[config.mk]
export PLATFORM = sky130hd
export DESIGN_NAME = tpo_top
export DESIGN_NICKNAME = d
export VERILOG_FILES = /design/src/include/tpo_pkg.sv /design/src/rtl/tpo_prescaler.sv /design/src/rtl/tpo_out_ctrl.sv /design/src/rtl/tpo_top.sv
export SDC_FILE = /design/constraint.sdc
export NUM_CORES = 1
export LEC_CHECK = 0
export BUFFER_PORTS_ARGS = -buffer_cell sky130_fd_sc_hd__clkbuf_2
export CELL_PAD_IN_SITES_DETAIL_PLACEMENT = 1
export CELL_PAD_IN_SITES_GLOBAL_PLACEMENT = 1
export CORE_MARGIN = 1
export CORE_UTILIZATION = 33
export DETAILED_ROUTE_END_ITERATION = 8
export PLACE_DENSITY_LB_ADDON = 0.1
export SLEW_MARGIN = 40
export SYNTH_ARGS = -nofsm -noshare
export SYNTH_HDL_FRONTEND = slang
export SYNTH_SLANG_ARGS = --single-unit
[constraint.sdc]
create_clock -name clk -period 2.2 [get_ports clk]
set_clock_uncertainty 0.2 [all_clocks]
set_input_delay 0.11 -clock clk [delete_from_list [all_inputs] [get_ports clk]]
set_output_delay 0.11 -clock clk [all_outputs]
set_load 0.01 [all_outputs]
[src/include/tpo_pkg.sv]
`default_nettype none
package tpo_pkg;

    // -------------------------------------------------------------
    // Register addresses
    // -------------------------------------------------------------
    localparam logic [31:0] ADDR_OUTPUT_CTRL = 32'hc000_0076;
    localparam logic [31:0] ADDR_TIMER_CTRL = 32'hc000_0088;
    localparam logic [31:0] ADDR_COUNT_LO = 32'hc000_008a;
    localparam logic [31:0] ADDR_COUNT_HI = 32'hc000_008b;

    // -------------------------------------------------------------
    // Second timer control fields
    // -------------------------------------------------------------
    localparam int STC_COUNT_EN_BIT = 7;
    localparam int STC_CLK_SEL_BIT = 2;
    localparam int STC_IM_SEL_HI_BIT = 1;
    localparam int STC_IM_SEL_LO_BIT = 0;
    localparam logic [7:0] STC_WRITE_MASK = 8'h87;
    localparam logic [7:0] STC_RESET = 8'h00;

    // -------------------------------------------------------------
    // Output control fields
    // -------------------------------------------------------------
    localparam int TOC_B_ENABLE_BIT = 7;
    localparam int TOC_B_LEVEL_BIT = 6;
    localparam int TOC_A_ENABLE_BIT = 5;
    localparam int TOC_A_LEVEL_BIT = 4;
    localparam int TOC_B_FUNC_BIT = 1;
    localparam int TOC_A_FUNC_BIT = 0;
    localparam logic [7:0] TOC_WRITE_MASK = 8'hf3;
    localparam logic [7:0] TOC_RESET = 8'h03;

    // -------------------------------------------------------------
    // Division ratios
    // -------------------------------------------------------------
    localparam logic [1:0] IM_SEL_DIV2 = 2'h0;
    localparam logic [1:0] IM_SEL_DIV8 = 2'h2;
    localparam int IM_DIV_LOW = 2;
    localparam int IM_DIV_HIGH = 8;
    localparam int CT_DIV_LOW = 16;
    localparam int CT_DIV_HIGH = 32;
    localparam int COUNTER_WIDTH = 16;
    localparam logic OUT_RESET_LEVEL = 1'b1;

endpackage : tpo_pkg
`default_nettype wire

[src/rtl/tpo_prescaler.sv]
`timescale 1ns/100ps
`default_nettype none
module tpo_prescaler (
    input wire logic clk,                   // Bus clock
    input wire logic sys_rst,               // Synchronous reset, active high
    input wire logic run,                   // Count enable; low clears the dividers
    input wire logic [1:0] im_sel,          // Intermediate clock selection
    input wire logic ct_sel,                // Count clock selection
    output logic im_tick,                   // Intermediate clock enable pulse
    output logic count_tick                 // Count clock enable pulse
);
    import tpo_pkg::*;

    // Last divider state before the intermediate pulse; reserved selections never pulse
    function automatic logic [2:0] im_limit(input logic [1:0] sel);
        if (sel == IM_SEL_DIV2) begin
            im_limit = 3'(IM_DIV_LOW - 1);
        end else if (sel == IM_SEL_DIV8) begin
            im_limit = 3'(IM_DIV_HIGH - 1);
        end else begin
            im_limit = 3'h0;
        end
    endfunction : im_limit

    function automatic logic [4:0] ct_limit(input logic sel);
        ct_limit = sel ? 5'(CT_DIV_HIGH - 1) : 5'(CT_DIV_LOW - 1);
    endfunction : ct_limit

    logic [2:0] im_cnt;
    logic [4:0] ct_cnt;
    logic [2:0] next_im_cnt;
    logic [4:0] next_ct_cnt;
    logic im_valid;

    // -------------------------------------------------------------
    // Two stage divider
    // -------------------------------------------------------------
    assign im_valid = (im_sel == IM_SEL_DIV2) || (im_sel == IM_SEL_DIV8);
    assign im_tick = run && im_valid && (im_cnt == im_limit(im_sel));
    assign count_tick = im_tick && (ct_cnt == ct_limit(ct_sel));

    always_comb begin
        next_im_cnt = im_cnt;
        next_ct_cnt = ct_cnt;
        if (!run || !im_valid) begin
            // Reserved selections give no pulses at all
            next_im_cnt = 3'h0;
            next_ct_cnt = 5'h00;
        end else if (im_tick) begin
            next_im_cnt = 3'h0;
            next_ct_cnt = count_tick ? 5'h00 : ct_cnt + 5'h01;
        end else begin
            next_im_cnt = im_cnt + 3'h1;
        end
    end

    always_ff @(posedge clk) begin
        if (sys_rst) begin
            im_cnt <= 3'h0;
            ct_cnt <= 5'h00;
        end else begin
            im_cnt <= next_im_cnt;
            ct_cnt <= next_ct_cnt;
        end
    end

    a_im_div8_period: assert property (@(posedge clk) disable iff (sys_rst)
        (run && im_sel == IM_SEL_DIV8 && im_tick) ##1 (run && im_sel == IM_SEL_DIV8)[*8] |-> im_tick)
        else $error("intermediate pulse not every 8 cycles");

    a_im_reserved_quiet: assert property (@(posedge clk) disable iff (sys_rst)
        im_sel[0] |-> !im_tick && !count_tick)
        else $error("pulse under reserved selection");

endmodule : tpo_prescaler
`default_nettype wire

[src/rtl/tpo_out_ctrl.sv]
`timescale 1ns/100ps
`default_nettype none
module tpo_out_ctrl (
    input wire logic clk,                   // Bus clock
    input wire logic sys_rst,               // Synchronous reset, active high
    input wire logic enable,                // Output enable bit
    input wire logic active_level,          // Active level bit
    input wire logic pin_function,          // 0 timer output, 1 interrupt input
    input wire logic coincidence,           // Compare coincidence pulse
    input wire logic pin_in,                // Pin level seen from outside
    output logic pin_out,                   // Pin drive value
    output logic pin_oe_n,                  // Pin drive enable, low drives
    output logic ext_irq                    // Synchronised interrupt input
);
    import tpo_pkg::*;

    logic level;
    logic next_level;
    logic was_enabled;
    logic sync_0;
    logic sync_1;

    // -------------------------------------------------------------
    // Output flip-flop
    // -------------------------------------------------------------
    always_comb begin
        next_level = level;
        if (!enable) begin
            next_level = !active_level;
        end else if (!was_enabled) begin
            // Enabling edge takes the inactive level of the new active level bit
            next_level = !active_level;
        end else if (coincidence) begin
            next_level = !level;
        end
    end

    always_ff @(posedge clk) begin
        if (sys_rst) begin
            level <= OUT_RESET_LEVEL;
            was_enabled <= 1'b0;
            sync_0 <= 1'b0;
            sync_1 <= 1'b0;
        end else begin
            level <= next_level;
            was_enabled <= enable;
            sync_0 <= pin_in;
            sync_1 <= sync_0;
        end
    end

    assign pin_out = level;
    assign pin_oe_n = pin_function;
    assign ext_irq = pin_function ? sync_1 : 1'b0;

    a_disabled_inactive: assert property (@(posedge clk) disable iff (sys_rst)
        !enable |=> level == !$past(active_level))
        else $error("disabled output not at inactive level");

    a_coin_toggles: assert property (@(posedge clk) disable iff (sys_rst)
        enable && was_enabled && coincidence |=> level != $past(level))
        else $error("enabled output did not change on coincidence");

    a_holds_until_coin: assert property (@(posedge clk) disable iff (sys_rst)
        !enable ##1 (enable && !coincidence) |=> level == !$past(active_level))
        else $error("output left inactive level before coincidence");

    a_pin_function: assert property (@(posedge clk) disable iff (sys_rst)
        pin_oe_n == pin_function && (pin_function || ext_irq == 1'b0))
        else $error("pin function routing wrong");

endmodule : tpo_out_ctrl
`default_nettype wire

[src/rtl/tpo_top.sv]
// Local design decision: the strobed register port.
`timescale 1ns/100ps
`default_nettype none
// How it works
// Timer control register is 8-bit read/write.
// Count enable low clears and stops counter.
// Count enable high increments on count ticks.
// Count select picks intermediate /16 or /32.
// Intermediate field: 00 is /2, 10 is /8.
// Software stops counting before changing dividers.
// Output control register is 8-bit read/write.
// Disabled output drives inverse of active level.
// Disabled output ignores compare coincidences.
// Enabled output changes on each coincidence.
// Newly enabled output inactive until first coincidence.
// Active bits 6 and 4, enables 7 and 5.
// Active level bit 0 low, 1 high.
// Pin function bit: 0 output, 1 interrupt.
// Dividers are enable pulses on bus clock.
// Reset gives inactive outputs, stopped cleared timer.
module tpo_top (
    input wire logic clk,                   // Bus clock, 100 MHz
    input wire logic sys_rst,               // Synchronous reset, active high
    input wire logic [31:0] reg_addr,       // Register byte address
    input wire logic [7:0] reg_wdata,       // Register write data
    input wire logic reg_wr,                // Write strobe
    input wire logic reg_rd,                // Read strobe
    output logic [7:0] reg_rdata,           // Read data, cycle after strobe
    input wire logic coincidence_a,         // Compare coincidence for output a
    input wire logic coincidence_b,         // Compare coincidence for output b
    input wire logic output_a_pin_in,       // Pin a level in
    output logic output_a_pin_out,          // Pin a drive value
    output logic output_a_pin_oe_n,         // Pin a drive enable, low drives
    input wire logic output_b_pin_in,       // Pin b level in
    output logic output_b_pin_out,          // Pin b drive value
    output logic output_b_pin_oe_n,         // Pin b drive enable, low drives
    output logic ext_irq_in_a,              // Interrupt input from pin a
    output logic ext_irq_in_b,              // Interrupt input from pin b
    output logic [15:0] second_counter_out  // Second counter value
);
    import tpo_pkg::*;

    logic [7:0] second_timer_control;
    logic [7:0] timer_output_control;
    logic [COUNTER_WIDTH-1:0] second_counter;
    logic [7:0] rdata_q;
    logic [7:0] next_stc;
    logic [7:0] next_toc;
    logic [COUNTER_WIDTH-1:0] next_counter;
    logic [7:0] next_rdata;
    logic second_count_enable;
    logic count_clock_select;
    logic [1:0] intermediate_clock_sel;
    logic count_tick;
    logic im_tick;

    // -------------------------------------------------------------
    // Field views
    // -------------------------------------------------------------
    assign second_count_enable = second_timer_control[STC_COUNT_EN_BIT];
    assign count_clock_select = second_timer_control[STC_CLK_SEL_BIT];
    assign intermediate_clock_sel = {second_timer_control[STC_IM_SEL_HI_BIT],
                                     second_timer_control[STC_IM_SEL_LO_BIT]};

    // -------------------------------------------------------------
    // Register writes
    // -------------------------------------------------------------
    always_comb begin
        next_stc = second_timer_control;
        next_toc = timer_output_control;
        if (reg_wr) begin
            if (reg_addr == ADDR_TIMER_CTRL) begin
                next_stc = reg_wdata & STC_WRITE_MASK;
            end else if (reg_addr == ADDR_OUTPUT_CTRL) begin
                next_toc = reg_wdata & TOC_WRITE_MASK;
            end
        end
    end

    // -------------------------------------------------------------
    // Register reads
    // -------------------------------------------------------------
    always_comb begin
        next_rdata = 8'h00;
        if (reg_rd) begin
            if (reg_addr == ADDR_TIMER_CTRL) begin
                next_rdata = second_timer_control;
            end else if (reg_addr == ADDR_OUTPUT_CTRL) begin
                next_rdata = timer_output_control;
            end else if (reg_addr == ADDR_COUNT_LO) begin
                next_rdata = second_counter[7:0];
            end else if (reg_addr == ADDR_COUNT_HI) begin
                next_rdata = second_counter[15:8];
            end else begin
                next_rdata = 8'h00;
            end
        end
    end

    // -------------------------------------------------------------
    // Second counter
    // -------------------------------------------------------------
    always_comb begin
        next_counter = second_counter;
        if (!second_count_enable) begin
            next_counter = '0;
        end else if (count_tick) begin
            next_counter = second_counter + 16'h0001;
        end
    end

    always_ff @(posedge clk) begin
        if (sys_rst) begin
            second_timer_control <= STC_RESET;
            timer_output_control <= TOC_RESET;
            second_counter <= '0;
            rdata_q <= 8'h00;
        end else begin
            second_timer_control <= next_stc;
            timer_output_control <= next_toc;
            second_counter <= next_counter;
            rdata_q <= next_rdata;
        end
    end

    assign reg_rdata = rdata_q;
    assign second_counter_out = second_counter;

    // -------------------------------------------------------------
    // Prescaler
    // -------------------------------------------------------------
    // Changing selections while counting may shorten one period // R6
    tpo_prescaler u_prescaler (
        .clk(clk),
        .sys_rst(sys_rst),
        .run(second_count_enable),
        .im_sel(intermediate_clock_sel),
        .ct_sel(count_clock_select),
        .im_tick(im_tick),
        .count_tick(count_tick)
    );

    // -------------------------------------------------------------
    // Timer outputs
    // -------------------------------------------------------------
    // Enable and level bits come from the next register value, so a write that
    // enables and flips the level at once takes the inactive level of the new active level bit on that edge
    tpo_out_ctrl u_out_a (
        .clk(clk),
        .sys_rst(sys_rst),
        .enable(next_toc[TOC_A_ENABLE_BIT]),
        .active_level(next_toc[TOC_A_LEVEL_BIT]),
        .pin_function(timer_output_control[TOC_A_FUNC_BIT]),
        .coincidence(coincidence_a),
        .pin_in(output_a_pin_in),
        .pin_out(output_a_pin_out),
        .pin_oe_n(output_a_pin_oe_n),
        .ext_irq(ext_irq_in_a)
    );

    tpo_out_ctrl u_out_b (
        .clk(clk),
        .sys_rst(sys_rst),
        .enable(next_toc[TOC_B_ENABLE_BIT]),
        .active_level(next_toc[TOC_B_LEVEL_BIT]),
        .pin_function(timer_output_control[TOC_B_FUNC_BIT]),
        .coincidence(coincidence_b),
        .pin_in(output_b_pin_in),
        .pin_out(output_b_pin_out),
        .pin_oe_n(output_b_pin_oe_n),
        .ext_irq(ext_irq_in_b)
    );

    // -------------------------------------------------------------
    // Checks
    // -------------------------------------------------------------
    a_stc_write_read: assert property (@(posedge clk) disable iff (sys_rst)
        reg_wr && reg_addr == ADDR_TIMER_CTRL ##1 reg_rd && reg_addr == ADDR_TIMER_CTRL
        |=> reg_rdata == ($past(reg_wdata, 2) & STC_WRITE_MASK))
        else $error("timer control readback mismatch");

    a_toc_read_data: assert property (@(posedge clk) disable iff (sys_rst)
        reg_rd && reg_addr == ADDR_OUTPUT_CTRL |=> reg_rdata == $past(timer_output_control))
        else $error("output control read wrong");

    a_toc_write_bits: assert property (@(posedge clk) disable iff (sys_rst)
        reg_wr && reg_addr == ADDR_OUTPUT_CTRL |=> timer_output_control[3:2] == 2'h0
        && timer_output_control[7:4] == $past(reg_wdata[7:4]))
        else $error("output control fields misplaced");

    a_stopped_clear: assert property (@(posedge clk) disable iff (sys_rst)
        !second_count_enable |=> second_counter == 16'h0000)
        else $error("stopped counter not cleared");

    a_count_step: assert property (@(posedge clk) disable iff (sys_rst)
        second_count_enable && count_tick |=> second_counter == $past(second_counter) + 16'h0001)
        else $error("counter did not step on tick");

    a_count_hold: assert property (@(posedge clk) disable iff (sys_rst)
        second_count_enable && !count_tick |=> $stable(second_counter))
        else $error("counter moved without tick");

    a_div16_rate: assert property (@(posedge clk) disable iff (sys_rst)
        (count_tick && second_timer_control == 8'h80) ##1 (second_timer_control == 8'h80)[*8]
        |-> ##1 (second_timer_control == 8'h80)[*8] ##1 (second_timer_control == 8'h80)[*8]
        ##1 (second_timer_control == 8'h80)[*7] ##1 count_tick)
        else $error("count tick not every 32 cycles at /2 /16");

    a_tick_needs_im: assert property (@(posedge clk) disable iff (sys_rst)
        count_tick |-> im_tick)
        else $error("count tick without intermediate tick");

    a_reset_state: assert property (@(posedge clk)
        sys_rst |=> second_counter == 16'h0000 && !second_count_enable
        && output_a_pin_out == 1'b1 && output_b_pin_out == 1'b1)
        else $error("reset state wrong");

    a_no_read_no_data: assert property (@(posedge clk) disable iff (sys_rst)
        !reg_rd |=> reg_rdata == 8'h00)
        else $error("read data outside read cycle");

endmodule : tpo_top
`default_nettype wire

# Word level (Yosys, flattened, before mapping)
# Index checks and enable logic that the tools add are counted.
# classes
n_shift,0
bitwise_logic,3
n_addsub,3
eq_ne,9
magnitude_cmp,0
mux,19
mul,0
reduce_logical,20
div,0
# op_table
cell,count
equality test 32 bit (second input constant),4
2-to-1 mux 8 bit,7
adder 16 x 1 -> 16 bit (second input constant),1
2-to-1 mux 5 bit,2
2-to-1 mux 1 bit,8
logical NOT 1 bit,6
2-to-1 mux 3 bit,2
!= test 3 bit (second input constant),2
OR reduction 2 bit,3
OR reduction 3 bit,2
adder 5 x 1 -> 5 bit (second input constant),1
equality test 5 bit,1
OR reduction 4 bit,1
adder 3 x 1 -> 3 bit (second input constant),1
equality test 3 bit,1
logical AND 1 bit,3
NOT 1 bit,3
AND reduction 3 bit,1
equality test 2 bit (second input constant),1
logical NOT 2 bit,1
logical OR 1 bit,2
AND reduction 2 bit,1
# word_totals
register_bits,50
memories,0
mem_bits_rw,0
latchBits,0
output_inout_bits,30
in_bits,48
mem_bits_ro,0

# Longest topological paths before layout
# Gate-level depths: netlist of run 1.
# depth
word_depth,7
ltp_mapped,7
mapped_depth_nobuf,6

# By module
# A second synthesis of run 1 with hierarchy kept.
# hier_totals
cells_unflattened,269
area_unflattened_um2,2524.9
# modules_own_cells
module,area_per_inst_um2,instances,seq_area_each_um2,cells_per_inst
tpo_top,1791.7,1,680.7,195
tpo_prescaler,412.9,1,160.2,46
tpo_out_ctrl,160.2,2,80.1,14

# Worst setup path after synthesis of run 1
# Ideal clock, no wire load.
# synth_path
kind,register to register
from,reg second_timer_control[1]
to,reg second_counter[14] (netlist: second_counter_out[14])
synth_period_minus_slack_ps,2173
setup_ps,70
path_buffers,0
slack_ps,27
stages_incl_launch_ff,6
t_arrival_ps,1904
path_cell_list,dfxtp_1 or3_4 a2111oi_4 nand3_1 or4_1 a21oi_1
# synth_between
elab_chain_cells,6
word_cells_on_any_way,9
classes_between,2 x eq/ne; 2 x mux; 5 x reduce/logical
# synth_lines
item,line_no,rtl
start: declaration,tpo_top.sv:43,logic [7:0] second_timer_control;
start signal: assignment,tpo_top.sv:119,second_timer_control <= next_stc;
equality test 2 bit,"tpo_prescaler.sv:18, tpo_prescaler.sv:38",
2-to-1 mux 3 bit,tpo_prescaler.sv:18,end else if (sel == IM_SEL_DIV8) begin
2-to-1 mux 3 bit,tpo_prescaler.sv:16,if (sel == IM_SEL_DIV2) begin
equality test 3 bit,tpo_prescaler.sv:39,assign im_tick = run && im_valid && (im_cnt == im_limit(im_sel));
logical AND 1 bit *,tpo_prescaler.sv:39,
logical AND 1 bit *,tpo_prescaler.sv:40,assign count_tick = im_tick && (ct_cnt == ct_limit(ct_sel));
end signal: assignment,tpo_top.sv:121,second_counter <= next_counter;
end: declaration,tpo_top.sv:45,logic [COUNTER_WIDTH-1:0] second_counter;
# Every way passes the cells marked *; elsewhere a longest branch is shown, timed or not.
# A chain may end at the register's enable or synchronous reset.

# Worst setup path in the final report of run 1
# Ends and elaborated chain as after synthesis.

==> summary.md, run 1 <==
| Metric | Value |
|---|---|
| Crit-path max FO | 7 |
| CORE AREA | 6460 um2 |
| Clk_lat worst skew | 0.31 ns |
| Post-layout min period | 2.30 ns |
| Final net count | approximately 400 |
| Met2 wire length | between 3000 and 4000 um |
| Share of layout cells above drive strength 1 | a little under two fifths |
| Simple-Gate Fraction of Synth Area | about 28% |
| Synth Area in Compound Gates | 12.2% |
| TNS Setup | -0.238 ns |
| Crit path kind | flop to flop |
| Crit-path max cell delay | between 0.5 and 0.6 ns |
| Wire per inst | 15.4 um |
| Std cell rows | 29 |
| Root Buffer | clkbuf_8 |
| Synth Area in XOR/XNOR | 4.68% |
| Synthesized Nets | 290 |
| Fin. Hold Viols | 0 |
| PortBufs | 76 |
| Critical path buffer and inverter count | 0 |
| VDD IR max | about 0.33 mV |
| Slowest cell on crit path | or4_1 |
| Ports | 78 |
| Leading area contributor after synthesis | dfxtp_1 |
| Tot GR Track Use | 18.7% |
| # diodes | 0 |
| CP required | 2.23 ns |
| Via/cell ratio | 5.20 |
| RSZ-0062 raised after global routing | true |
| Final WL | ~6600 um |
| GRT Residual Overflow | 0 |
| Post-synth top flop | dfxtp_1 |
| Initial antenna violation count | 0 |
| Failing checks | design-rule violations, negative setup slack |
| H-tree lvl count | 2 |
| Clk sink count | between 40 and 50 |
| Number of flops mapped to enable cells by yosys | 0 |
| Pins Over Slew Limit | 0 |
| Yosys synthesis warning count | 0 |
| Fmax achieved | 0.436 GHz |
| Top Layer Used | met4 |
| Clk slew on worst S/H paths | 0.10 ns |
| Die ar. | 7140 um2 |
| Final worst-path cycle share | 104% |
| Post-synthesis cell area | around 2200 um2 |
| Most common cell after layout, fill and taps aside | clkbuf_2 |
| Crit end category | flop |
| Initial DRC Count | 82 |
| Final Worst Setup Slack | -0.0960 ns |
| Dpl hpwl | slightly below 5000 um |
| Crit path arrival time | 2.33 ns |
| Syn_area_per_cell | 9.40 um2 |
| Most frequent cells in the layout | 76 x clkbuf_2, 47 x dfxtp_1, 27 x nor2_1, 22 x buf_4, 13 x dlygate4sd3_1 |
| CTS Buf Count | 5 |
| Count of cell types in the netlist | 45 |
| First-pass GRT wire length | 10600 um |
| DRT met1 WL | ~2900 um |
| Chip width | 84.5 um |
| Crit-path cells | or3_4 > a2111oi_4 > nand3_2 > or4_1 > a21oi_1 |
| Syn-to-layout area delta | 38.6% |
| Async set or reset register ratio after synthesis | 0% |
| Final Setup Violations | 5 |
| Synth area leaders | dfxtp_1 43%, mux2i_1 4.9%, nor2_1 4.5%, xor2_1 3.9%, mux2_2 3.0% |
| Slew @ Worst Pin | 0.685 ns |
| Final Power | 1530 uW |
| Starting Density | 34.8% |
| DRC Markers | 7 |
| Outcome | finished with violations |
| Vias in the first global route | 2240 |
| Total leakage power | between 0.001 and 0.0015 uW |
| GP Congestion | 0.744 |
| # Max-Cap Violations | 0 |
| Synth Area in Adders | 1.67% |
| Deepest clock path buffer count | 2 |
| CP startpoint kind | flop |
| CP top delay family | simple AND/OR/NAND/NOR gates |
| Sequential area share after synthesis | between 40 and 50% |
| PwrDens | 492 nW/um2 |
| CTS tree | built |
| Routed vias | 2226 |
| Pre-CTS WS | -0.129 ns |
| Antenna Nets Post-Route | 0 |
| Mapped Cells | 239 |
| Hold Path Class | primary input to flop |
| Largest family of logic cells by synthesized area | simple AND/OR/NAND/NOR gates |
| Met3 WL | ~300 um |
| Register bit count reported by yosys | 48 |
| Slew Limit Headroom | approximately 54% |
| DIE HEIGHT | around 85 um |
| Yosys top cell area share | between 40% and 50% |
| Total iterations of the first detailed-routing run | 7 |
| Largest net degree at the start of global routing | 18 |
| Mux share of post-synthesis cell area | 7.91% |
==> per-stage QoR <==
| stage | util, % | hold WS [ns] | instances | area (um2) |
|---|---|---|---|---|
| after floorplan | - | 0.0279 | 239 | 2250 |
| after global placement | 43.9 | 0.121 | 404 | 2830 |
| after detailed placement | 43.9 | 0.127 | 404 | 2830 |
| after CTS | 47.7 | 0.0492 | 427 | 3080 |
| after global routing | 48.2 | 0.120 | 428 | 3120 |
| final | 48.2 | 0.0493 | 428 | 3120 |
==> worst register-to-register path: stages, from the launching register on <==
cell       delay (ns)
dfxtp_2          0.33
or3_4            0.40
a2111oi_4        0.37
nand3_2          0.22
or4_1            0.54
a21oi_1          0.16
==> state kept, by name, indices dropped and copies added, names as in the netlist, 3 cells and up <==
| signal | cells |
|---|---|
| second_counter_out | 16 |
| reg_rdata | 8 |
| timer_output_control | 6 |
| u_prescaler.ct_cnt | 5 |
| second_timer_control | 4 |
| u_prescaler.im_cnt | 3 |
==> cell usage after synthesis (all sizes together), types with 3 or more instances <==
cell	number
a21oi	13
and2	4
a222oi	3
a32oi	3
dfxtp	48
clkbuf	6
mux2	6
nand2	9
xor2	10
nor2b	7
or4	3
nor4	5
nand3	10
nand2b	7
buf	3
o21ai	11
nand4	7
ha	3
or3	9
inv	5
a21o	3
nor4b	5
nor3	3
mux2i	11
nor2	27
==> metal layers <==
metal / vias up / GRT usage [%]
met4: 0 / 5.39
met3: 6 / 3.54
met5: - / 0
met1: 1074 / 23.3
met2: 55 / 32.7
li1: 1091 / -
==> cells by family after synthesis <==
kind of cell	count (synthesis)
AND/OR/NAND/NOR	105
flip-flops	48
AO/OA/AOI/OAI	40
multiplexers	17
buffers and inverters	14
XOR/XNOR	12
adder cells (fa/ha/maj)	3
==> what timing repair did <==
item                                    4_1_cts  5_1_grt
endpoints found under the hold margin        18        0
gates resized for setup                       2        7
setup buffers                                 2        1
endpoints found under the setup margin        9       11
pin swaps                                     2        0
hold buffers                                 13        0
==> where the power goes <==
group | total (uW) | leakage, uW | internal, uW | switching, uW
clock network | 563 | 0.0000452 | 232 | 331
registers | 872 | 0.000388 | 871 | 0.581
logic | 99.0 | 0.000785 | 58.9 | 40.1
total | 1530 | 0.00122 | 1160 | 371
==> area by class of cell <==
type | count | area [um2]
Clock buffer | 5 | 68.8
Timing Repair Buffer | 113 | 698
Inverter | 5 | 18.8
Tap cell | 77 | 96.3
Multi-Input combinational cell | 177 | 1250
Fill cell | 801 | 3340
Sequential cell | 48 | 962
Clock inverter | 3 | 25.0
==> path summary, 6_finish.rpt <==
check | from | end | slack [ns] | cells past startpoint
max reg2reg | second_timer_control[1] | second_counter_out[14] | -0.1 | 5
max | second_timer_control[1] | second_counter_out[14] | -0.1 | 5
min | reg_addr[1] | reg_rdata[2] | 0.05 | 5
min reg2reg | u_out_b.sync_0 | u_out_b.sync_1 | 0.25 | 1
Power figures use the tool's default switching activity.
==> inputs of run 2 (changes only) <==
--- a/config.mk
+++ b/config.mk
@@ -5,6 +5,7 @@
 export SDC_FILE = /design/constraint.sdc
 export NUM_CORES = 1
 export LEC_CHECK = 0
+export ABC_AREA = 1
 export BUFFER_PORTS_ARGS = -buffer_cell sky130_fd_sc_hd__clkbuf_2
 export CELL_PAD_IN_SITES_DETAIL_PLACEMENT = 1
 export CELL_PAD_IN_SITES_GLOBAL_PLACEMENT = 1
==> summary.md, run 2 <==
| Metric | Value |
|---|---|
| # diodes | 0 |
| H-tree lvl count | 2 |
| Final worst-path cycle share | 93.5% |
| Chip width | a little over 90 um |
| CTS Buf Count | 5 |
| Critical path buffer and inverter count | 2 |
| TNS Setup | 0 ns |
| Tot GR Track Use | 19.3% |
| Clk_lat worst skew | 0.31 ns |
| Yosys top cell area share | a little over a third |
| Async set or reset register ratio after synthesis | 0% |
| Fillers | between 1000 and 1500 |
| Root Buffer | clkbuf_8 |
| PwrDens | 458 nW/um2 |
| Leading area contributor after synthesis | dfxtp_1 |
| Pins Over Slew Limit | 0 |
| Total leakage power | 0.00141 uW |
| Routed vias | 2707 |
| Deepest clock path buffer count | 2 |
| Crit-path max cell delay | between 0.6 and 0.7 ns |
| R2R cell count | 7 |
| Count of cell types in the netlist | 36 |
| Number of flops mapped to enable cells by yosys | 0 |
| Ports | 78 |
| First-pass GRT wire length | 13000 um |
| Crit-path max FO | 4 |
| Post-layout util | 43.7% |
| CP startpoint kind | primary input |
| VDD IR max | ~0.25 mV |
| Area occupied by multi-input gates | 1450 um2 |
| Final Worst Setup Slack | approximately 0.14 ns |
| Most frequent cells in the layout | 75 x clkbuf_2, 66 x nand2_1, 50 x nor2_1, 48 x dfxtp_1, 46 x inv_1 |
| Fmax achieved | 0.486 GHz |
| Crit end category | flop |
| Wire per inst | 13.5 um |
| Dpl hpwl | 5970 um |
| Sw frac | a little under a quarter |
| DRC Markers | 0 |
| GR Util met2 | 32.8% |
| PortBufs | 76 |
| RSZ-0062 raised after global routing | false |
| Share of layout cells above drive strength 1 | 27.0% |
| R2r startpoint | u_prescaler.ct_cnt[0] |
| GRT busiest layer | met2 |
| Hold Path Class | primary input to flop |
| Hold endpoint | reg_rdata[3] |
| Hold_ws | 0.0128 ns |
| Seq pwr share | between 50% and 60% |
| Initial antenna violation count | 0 |
| Commonest cells in the netlist | 66 x nand2_1, 50 x nor2_1, 48 x dfxtp_1 |
| Starting Density | between 30% and 40% |
| Clk slew on worst S/H paths | roughly 0.09 ns |
| Post-synth top flop | dfxtp_1 |
| Seq. cell area | slightly below 1000 um2 |
| Sequential area share after synthesis | 36.2% |
| Syn-to-layout area delta | 27.8% |
| Crit path kind | primary input to flop |
| CP required | 2.19 ns |
| Outcome | completed |
| Synth area leaders | dfxtp_1 36%, nand2_1 9.3%, nor2_1 7.1%, inv_1 6.5%, nand3_1 3.8% |
| Clk pwr share | a little over a third |
| Syn_area_per_cell | 7.12 um2 |
| Final WL | 7720 um |
| Initial DRC Count | 95 |
| Mapped Cells | 373 |
| CORE AREA | 7770 um2 |
| Register bit count reported by yosys | between 40 and 50 |
| Via/cell ratio | ~4.7 |
| Routing usage on met3 | 2.99% |
| Hold path startpoint | reg_rd |
| # Max-Cap Violations | 0 |
| Net Switching | 366 uW |
| Antenna Nets Post-Route | 0 |
| Synthesized Nets | 424 |
| Largest net degree at the start of global routing | 16 |
| Post-synthesis cell area | 2660 um2 |
| Std cell rows | 32 |
| Final Power | 1550 uW |
| CP top delay family | buffers and inverters |
| Vias in the first global route | 2695 |
| Slowest cell on crit path | dlygate4sd3_1 |
| Final net count | 520 |
| Worst reg2reg endpoint | second_counter_out[9] |
| Int Pwr | 1190 uW |
| Fin. Hold Viols | 0 |
| Register-to-Register Setup Slack | 0.30 ns |
| Max reg flops | 16 |
| CTS tree | built |
| Hold Crit Depth | 5 |
| Yosys synthesis warning count | 0 |
| Slew Limit Headroom | around two thirds |
| Crit path arrival time | between 2 and 2.5 ns |
| Comb power frac | 7.7% |
| Slew @ Worst Pin | roughly 0.52 ns |
| GRT Residual Overflow | 0 |
| Most common cell after layout, fill and taps aside | clkbuf_2 |
| GRT met1 Usage | 25.4% |
| Final Setup Violations | 0 |
| Pre-CTS WS | 0.322 ns |
| Total iterations of the first detailed-routing run | 4 |
| Post-layout min period | 2.06 ns |
| DIE HEIGHT | a little over 90 um |
| Clk sink count | 48 |
| Die ar. | 8420 um2 |
| Count leader, synth | nand2_1 |
| GP Congestion | 0.814 |
| Crit-path cells | dlygate4sd3_1 > nand2_1 > nor3_2 > nand2_1 > nor2_4 > nand3b_1 > nand3_1 > dlygate4sd3_1 > nand3_1 |
==> run 2: area by class of cell <==
cell class | instances | share of cell area (%)
timing repair buffer | 96 | 16.8
inverter | 52 | 5.75
tap | 102 | 3.76
sequential | 48 | 28.3
multi-input combinational | 266 | 42.7
clock buffer | 7 | 2.54
clock inverter | 1 | 0.221
==> run 2: power groups by stage <==
stage	logic (uW)	clock network [uW]	registers, uW
finish	119	563	872
global route	134	616	873
CTS	120	591	872
detailed placement	99.7	0	893
global placement	97.7	0	893
floorplan	43.0	0	892
==> run 2: worst register-to-register path: cells and delay by family (launching register included) <==
family | cells | cell delay, ns
AOI/OAI and AO/OA | 1 | 0.09
DFF | 1 | 0.39
and+or+nand+nor | 5 | 0.95
adders and majority gates | 1 | 0.21
==> run 2: kinds of logic (layout without fill, tap and decap cells) <==
group | Yosys count | after routing | synth area share, %
and+or+nand+nor | 194 | 194 | 36.2
buffers and inverters | 59 | 156 | 9.51
AOI/OAI and AO/OA | 58 | 58 | 12.8
DFF | 48 | 48 | 36.2
xor gates and xnor gates | 11 | 11 | 3.91
adders and majority gates | 3 | 3 | 1.41
==> run 2: how the worst max path moves through the flow <==
stage,endpoint,cells after the start,start,slack (ns)
floorplan,second_counter_out[9],7,u_prescaler.ct_cnt[0],0.59
global placement,second_counter_out[9],7,u_prescaler.ct_cnt[0],0.38
detailed placement,second_counter_out[9],7,u_prescaler.ct_cnt[0],0.32
CTS,u_out_a.pin_out,10,reg_addr[1],0.004
global route,u_out_a.pin_out,9,reg_addr[1],0.002
finish,u_out_a.pin_out,9,reg_addr[1],0.14
==> run 2: per-layer routing <==
| layer | wire [um] | vias to the layer above |
|---|---|---|
| li1 | - | 1412 |
| met2 | 3610 | 57 |
| met3 | 299 | 7 |
| met5 | 0 | - |
| met4 | 68 | 0 |
| met1 | 3740 | 1231 |
==> run 2: timing repair <==
action | CTS | global route
setup buffers | 0 | 1
gates resized for setup | 0 | 1
endpoints found under the setup margin | 0 | 1
endpoints found under the hold margin | 16 | 0
hold buffers | 15 | 0
==> run 2: through the flow <==
| stage | std cells | cell area (um2) |
|---|---|---|
| 2_1_floorplan | 373 | 2660 |
| 3_3_place_gp | 549 | 3150 |
| 3_5_place_dp | 549 | 3150 |
| 4_1_cts | 572 | 3390 |
| 5_1_grt | 572 | 3400 |
| 6_report | 572 | 3400 |
==> inputs of run 3 (changes only) <==
--- a/config.mk
+++ b/config.mk
@@ -6,14 +6,15 @@
 export NUM_CORES = 1
 export LEC_CHECK = 0
 export ABC_AREA = 1
-export BUFFER_PORTS_ARGS = -buffer_cell sky130_fd_sc_hd__clkbuf_2
+export BUFFER_PORTS_ARGS = -buffer_cell sky130_fd_sc_hd__buf_2
 export CELL_PAD_IN_SITES_DETAIL_PLACEMENT = 1
 export CELL_PAD_IN_SITES_GLOBAL_PLACEMENT = 1
 export CORE_MARGIN = 1
-export CORE_UTILIZATION = 33
+export CORE_UTILIZATION = 32
 export DETAILED_ROUTE_END_ITERATION = 8
 export PLACE_DENSITY_LB_ADDON = 0.1
 export SLEW_MARGIN = 40
 export SYNTH_ARGS = -nofsm -noshare
 export SYNTH_HDL_FRONTEND = slang
+export SYNTH_HIERARCHICAL = 1
 export SYNTH_SLANG_ARGS = --single-unit
==> constraint.sdc (replaced) <==
create_clock -name clk -period 1.68 [get_ports clk]
set_clock_uncertainty 0.2 [all_clocks]
set_input_delay 0.084 -clock clk [delete_from_list [all_inputs] [get_ports clk]]
set_output_delay 0.084 -clock clk [all_outputs]
set_load 0.01 [all_outputs]
==> summary.md, run 3 <==
| Metric | Value |
|---|---|
| Outcome | finished with violations |
| Failing checks | negative setup slack |
| CP startpoint kind | flop |
| Routed vias | 3008 |
| CTS tree | built |
| Hold Crit Depth | 9 |
| H-tree lvl count | 2 |
| Crit end category | flop |
| Top Layer Used | met4 |
| Met3 WL | 287 um |
| Post-layout min period | 2.13 ns |
| Root Buffer | clkbuf_8 |
| DIE HEIGHT | 93.6 um |
| Largest net degree at the start of global routing | 16 |
| Dpl hpwl | 6400 um |
| GRT Residual Overflow | 0 |
| Async set or reset register ratio after synthesis | 0% |
| Final Worst Setup Slack | -0.450 ns |
| First-pass GRT wire length | 14000 um |
| Critical Path Stages | 13 |
| Final WL | 8460 um |
| PortBufs | 76 |
| R2r startpoint | second_timer_control[0] |
| Crit-path cells | inv_4 > nand2_2 > nand2_2 > nand4_4 > nor3b_4 > nand2_2 > nor2_4 > nand2_2 > nor2_4 > nand3_2 > buf_4 > o21ai_1 > a21oi_1 |
| Count leader, synth | nand2_1 |
| Syn_area_per_cell | slightly below 7 um2 |
| GP Congestion | 0.774 |
| RSZ-0062 raised after global routing | true |
| Slew @ Worst Pin | 0.351 ns |
| Yosys synthesis warning count | 6 |
| Deepest clock path buffer count | 2 |
| Clk slew on worst S/H paths | 0.09 ns |
| Yosys top cell area share | 37.2% |
| Worst reg2reg endpoint | second_counter_out[11] |
| CTS Buf Count | 5 |
| Wire per inst | between 10 and 15 um |
| Total leakage power | 0.00195 uW |
| Crit-path max FO | 4 |
| PwrDens | roughly 530 nW/um2 |
| VDD IR max | 0.267 mV |
| Most frequent cells in the layout | 76 x buf_2, 68 x nand2_1, 54 x nor2_1, 53 x inv_1, 48 x dfxtp_1 |
| Syn-to-layout area delta | 50.8% |
| Register-to-Register Setup Slack | -0.45 ns |
| Hold_ws | 0.212 ns |
| Hold Path Class | primary input to flop |
| Commonest cells in the netlist | 78 x nand2_1, 62 x nor2_1, 57 x inv_1 |
| Mapped Cells | 390 |
| Clk sink count | 50 |
| Sequential area share after synthesis | a little under two fifths |
| Vias in the first global route | slightly above 3000 |
| Synthesized Nets | 441 |
| Die ar. | 8770 um2 |
| Initial DRC Count | 83 |
| Chip width | 93.6 um |
| DRC Markers | 0 |
| Critical path buffer and inverter count | 2 |
| Max reg flops | 16 |
| Slowest cell on crit path | dfxtp_4 |
| # Max-Cap Violations | 0 |
| Post-synth top flop | dfxtp_1 |
| Crit path arrival time | 2.12 ns |
| # diodes | 0 |
| Crit-path max cell delay | 0.38 ns |
| Number of flops mapped to enable cells by yosys | 0 |
| Leading area contributor after synthesis | dfxtp_1 |
| Final net count | 589 |
| Std cell rows | 33 |
| Hold path startpoint | reg_addr[1] |
| CORE AREA | 8180 um2 |
| Tot GR Track Use | between 20% and 30% |
| CP required | 1.67 ns |
| Met2 wire length | between 4000 and 5000 um |
| Pins Over Slew Limit | 0 |
| Hold endpoint | reg_rdata[7] |
| Most common cell after layout, fill and taps aside | buf_2 |
| Total iterations of the first detailed-routing run | 4 |
| CP top delay family | simple AND/OR/NAND/NOR gates |
| Count of cell types in the netlist | 36 |
| Final Setup Violations | 16 |
| Share of layout cells above drive strength 1 | between 30% and 40% |
| Fin. Hold Viols | 0 |
| Via/cell ratio | around 4.7 |
| Post-synthesis cell area | approximately 2700 um2 |
| Slew Limit Headroom | 76.5% |
| Synth area leaders | dfxtp_1 37%, nand2_1 11%, nor2_1 8.7%, inv_1 8.0%, a21oi_1 4.7% |
| Pre-CTS WS | -0.446 ns |
| Antenna Nets Post-Route | 0 |
| Ports | slightly below 80 |
| R2R cell count | 13 |
| Crit path kind | flop to flop |
| Register bit count reported by yosys | 50 |
| CP dominant cell by count | nand2_2 |
| Starting Density | 32.9% |
| Final worst-path cycle share | 127% |
| Initial antenna violation count | 0 |
| Fmax achieved | 0.469 GHz |
| DRT met1 WL | about 3800 um |
| Clk_lat worst skew | 0.30 ns |
run 3: cell count changes in the layout (fill, tap and decap cells not counted), moves of 4 or more:
| cell | delta |
|---|---|
| buf_4 | +38 |
| xor2_1 | -7 |
| nand3b_1 | -5 |
| buf_2 | +76 |
| nand2_4 | +4 |
| nand2_2 | +8 |
| clkbuf_2 | -75 |
| o21ai_2 | +4 |
| nor2_1 | +4 |
| inv_1 | +7 |
| nor2_2 | +6 |
| nor3_1 | -11 |
| buf_6 | +6 |
run 3: stage by stage:
stage | cell area (um2) | setup TNS [ns] | util, % | total power (uW) | cells
after detailed placement | 3530 | -4.01 | 43.1 | 1340 | 604
after global routing | 4050 | -6.17 | 49.6 | 2230 | 644
after floorplan | 2760 | -2.14 | - | 1260 | 390
final | 4050 | -4.54 | 49.6 | 2140 | 644
after CTS | 3940 | -4.78 | 48.2 | 2160 | 641
after global placement | 3530 | -3.19 | 43.1 | 1340 | 604
run 3: metal layers:
layer / track usage [%] / up-vias
met5: 0 / -
met4: 4.23 / 0
met3: 3.01 / 6
met2: 37.1 / 54
met1: 24.7 / 1417
li1: - / 1531
run 3: layout make-up:
class,instances,area [um2]
timing repair buffer,145,978
multi-input combinational,274,1590
clock inverter,1,8.76
fill,1052,4120
inverter,62,240
clock buffer,7,96.3
tap,105,131
sequential,50,1010
run 3: worst max-delay path by stage:
| stage | startpoint | endpoint | slack, ns |
|---|---|---|---|
| detailed placement | u_prescaler/im_cnt[2] | second_counter_out[13] | -0.45 |
| floorplan | second_timer_control[0] | second_counter_out[13] | -0.37 |
| finish | second_timer_control[0] | second_counter_out[11] | -0.45 |
| global placement | second_timer_control[0] | second_counter_out[9] | -0.39 |
| CTS | second_timer_control[0] | second_counter_out[13] | -0.45 |
| global route | second_timer_control[0] | second_counter_out[11] | -0.56 |
run 3: worst reg2reg max path, cell delays in order, from the launching register on:
cell     delay [ns]
dfxtp_4        0.38
inv_4          0.07
nand2_2        0.05
nand2_2        0.09
nand4_4        0.12
nor3b_4        0.26
nand2_2        0.11
nor2_4         0.11
nand2_2        0.08
nor2_4         0.11
nand3_2        0.10
buf_4          0.15
o21ai_1        0.14
a21oi_1        0.06
run 3: power breakdown:
part | internal (uW) | leakage (uW) | switching (uW)
clock network | 379 | 0.0000544 | 423
logic | 85.8 | 0.00149 | 68.4
registers | 1190 | 0.000405 | 1.10
total | 1650 | 0.00195 | 492
run 3: timing repair:
| action | CTS | global route |
|---|---|---|
| resized for setup | 17 | 28 |
| hold buffers | 18 | 0 |
| endpoints found under the setup margin | 13 | 20 |
| buffers inserted | 12 | 6 |
| hold endpoints to repair | 22 | 0 |
| pin swaps | 11 | 15 |
run 3: kinds of logic after synthesis:
family,share of synthesized area [%]
AO/OA/AOI/OAI,11.1
buffers and inverters,10.1
XOR/XNOR,1.30
adder cells (fa/ha/maj),1.40
flip-flops,37.2
AND/OR/NAND/NOR,38.8
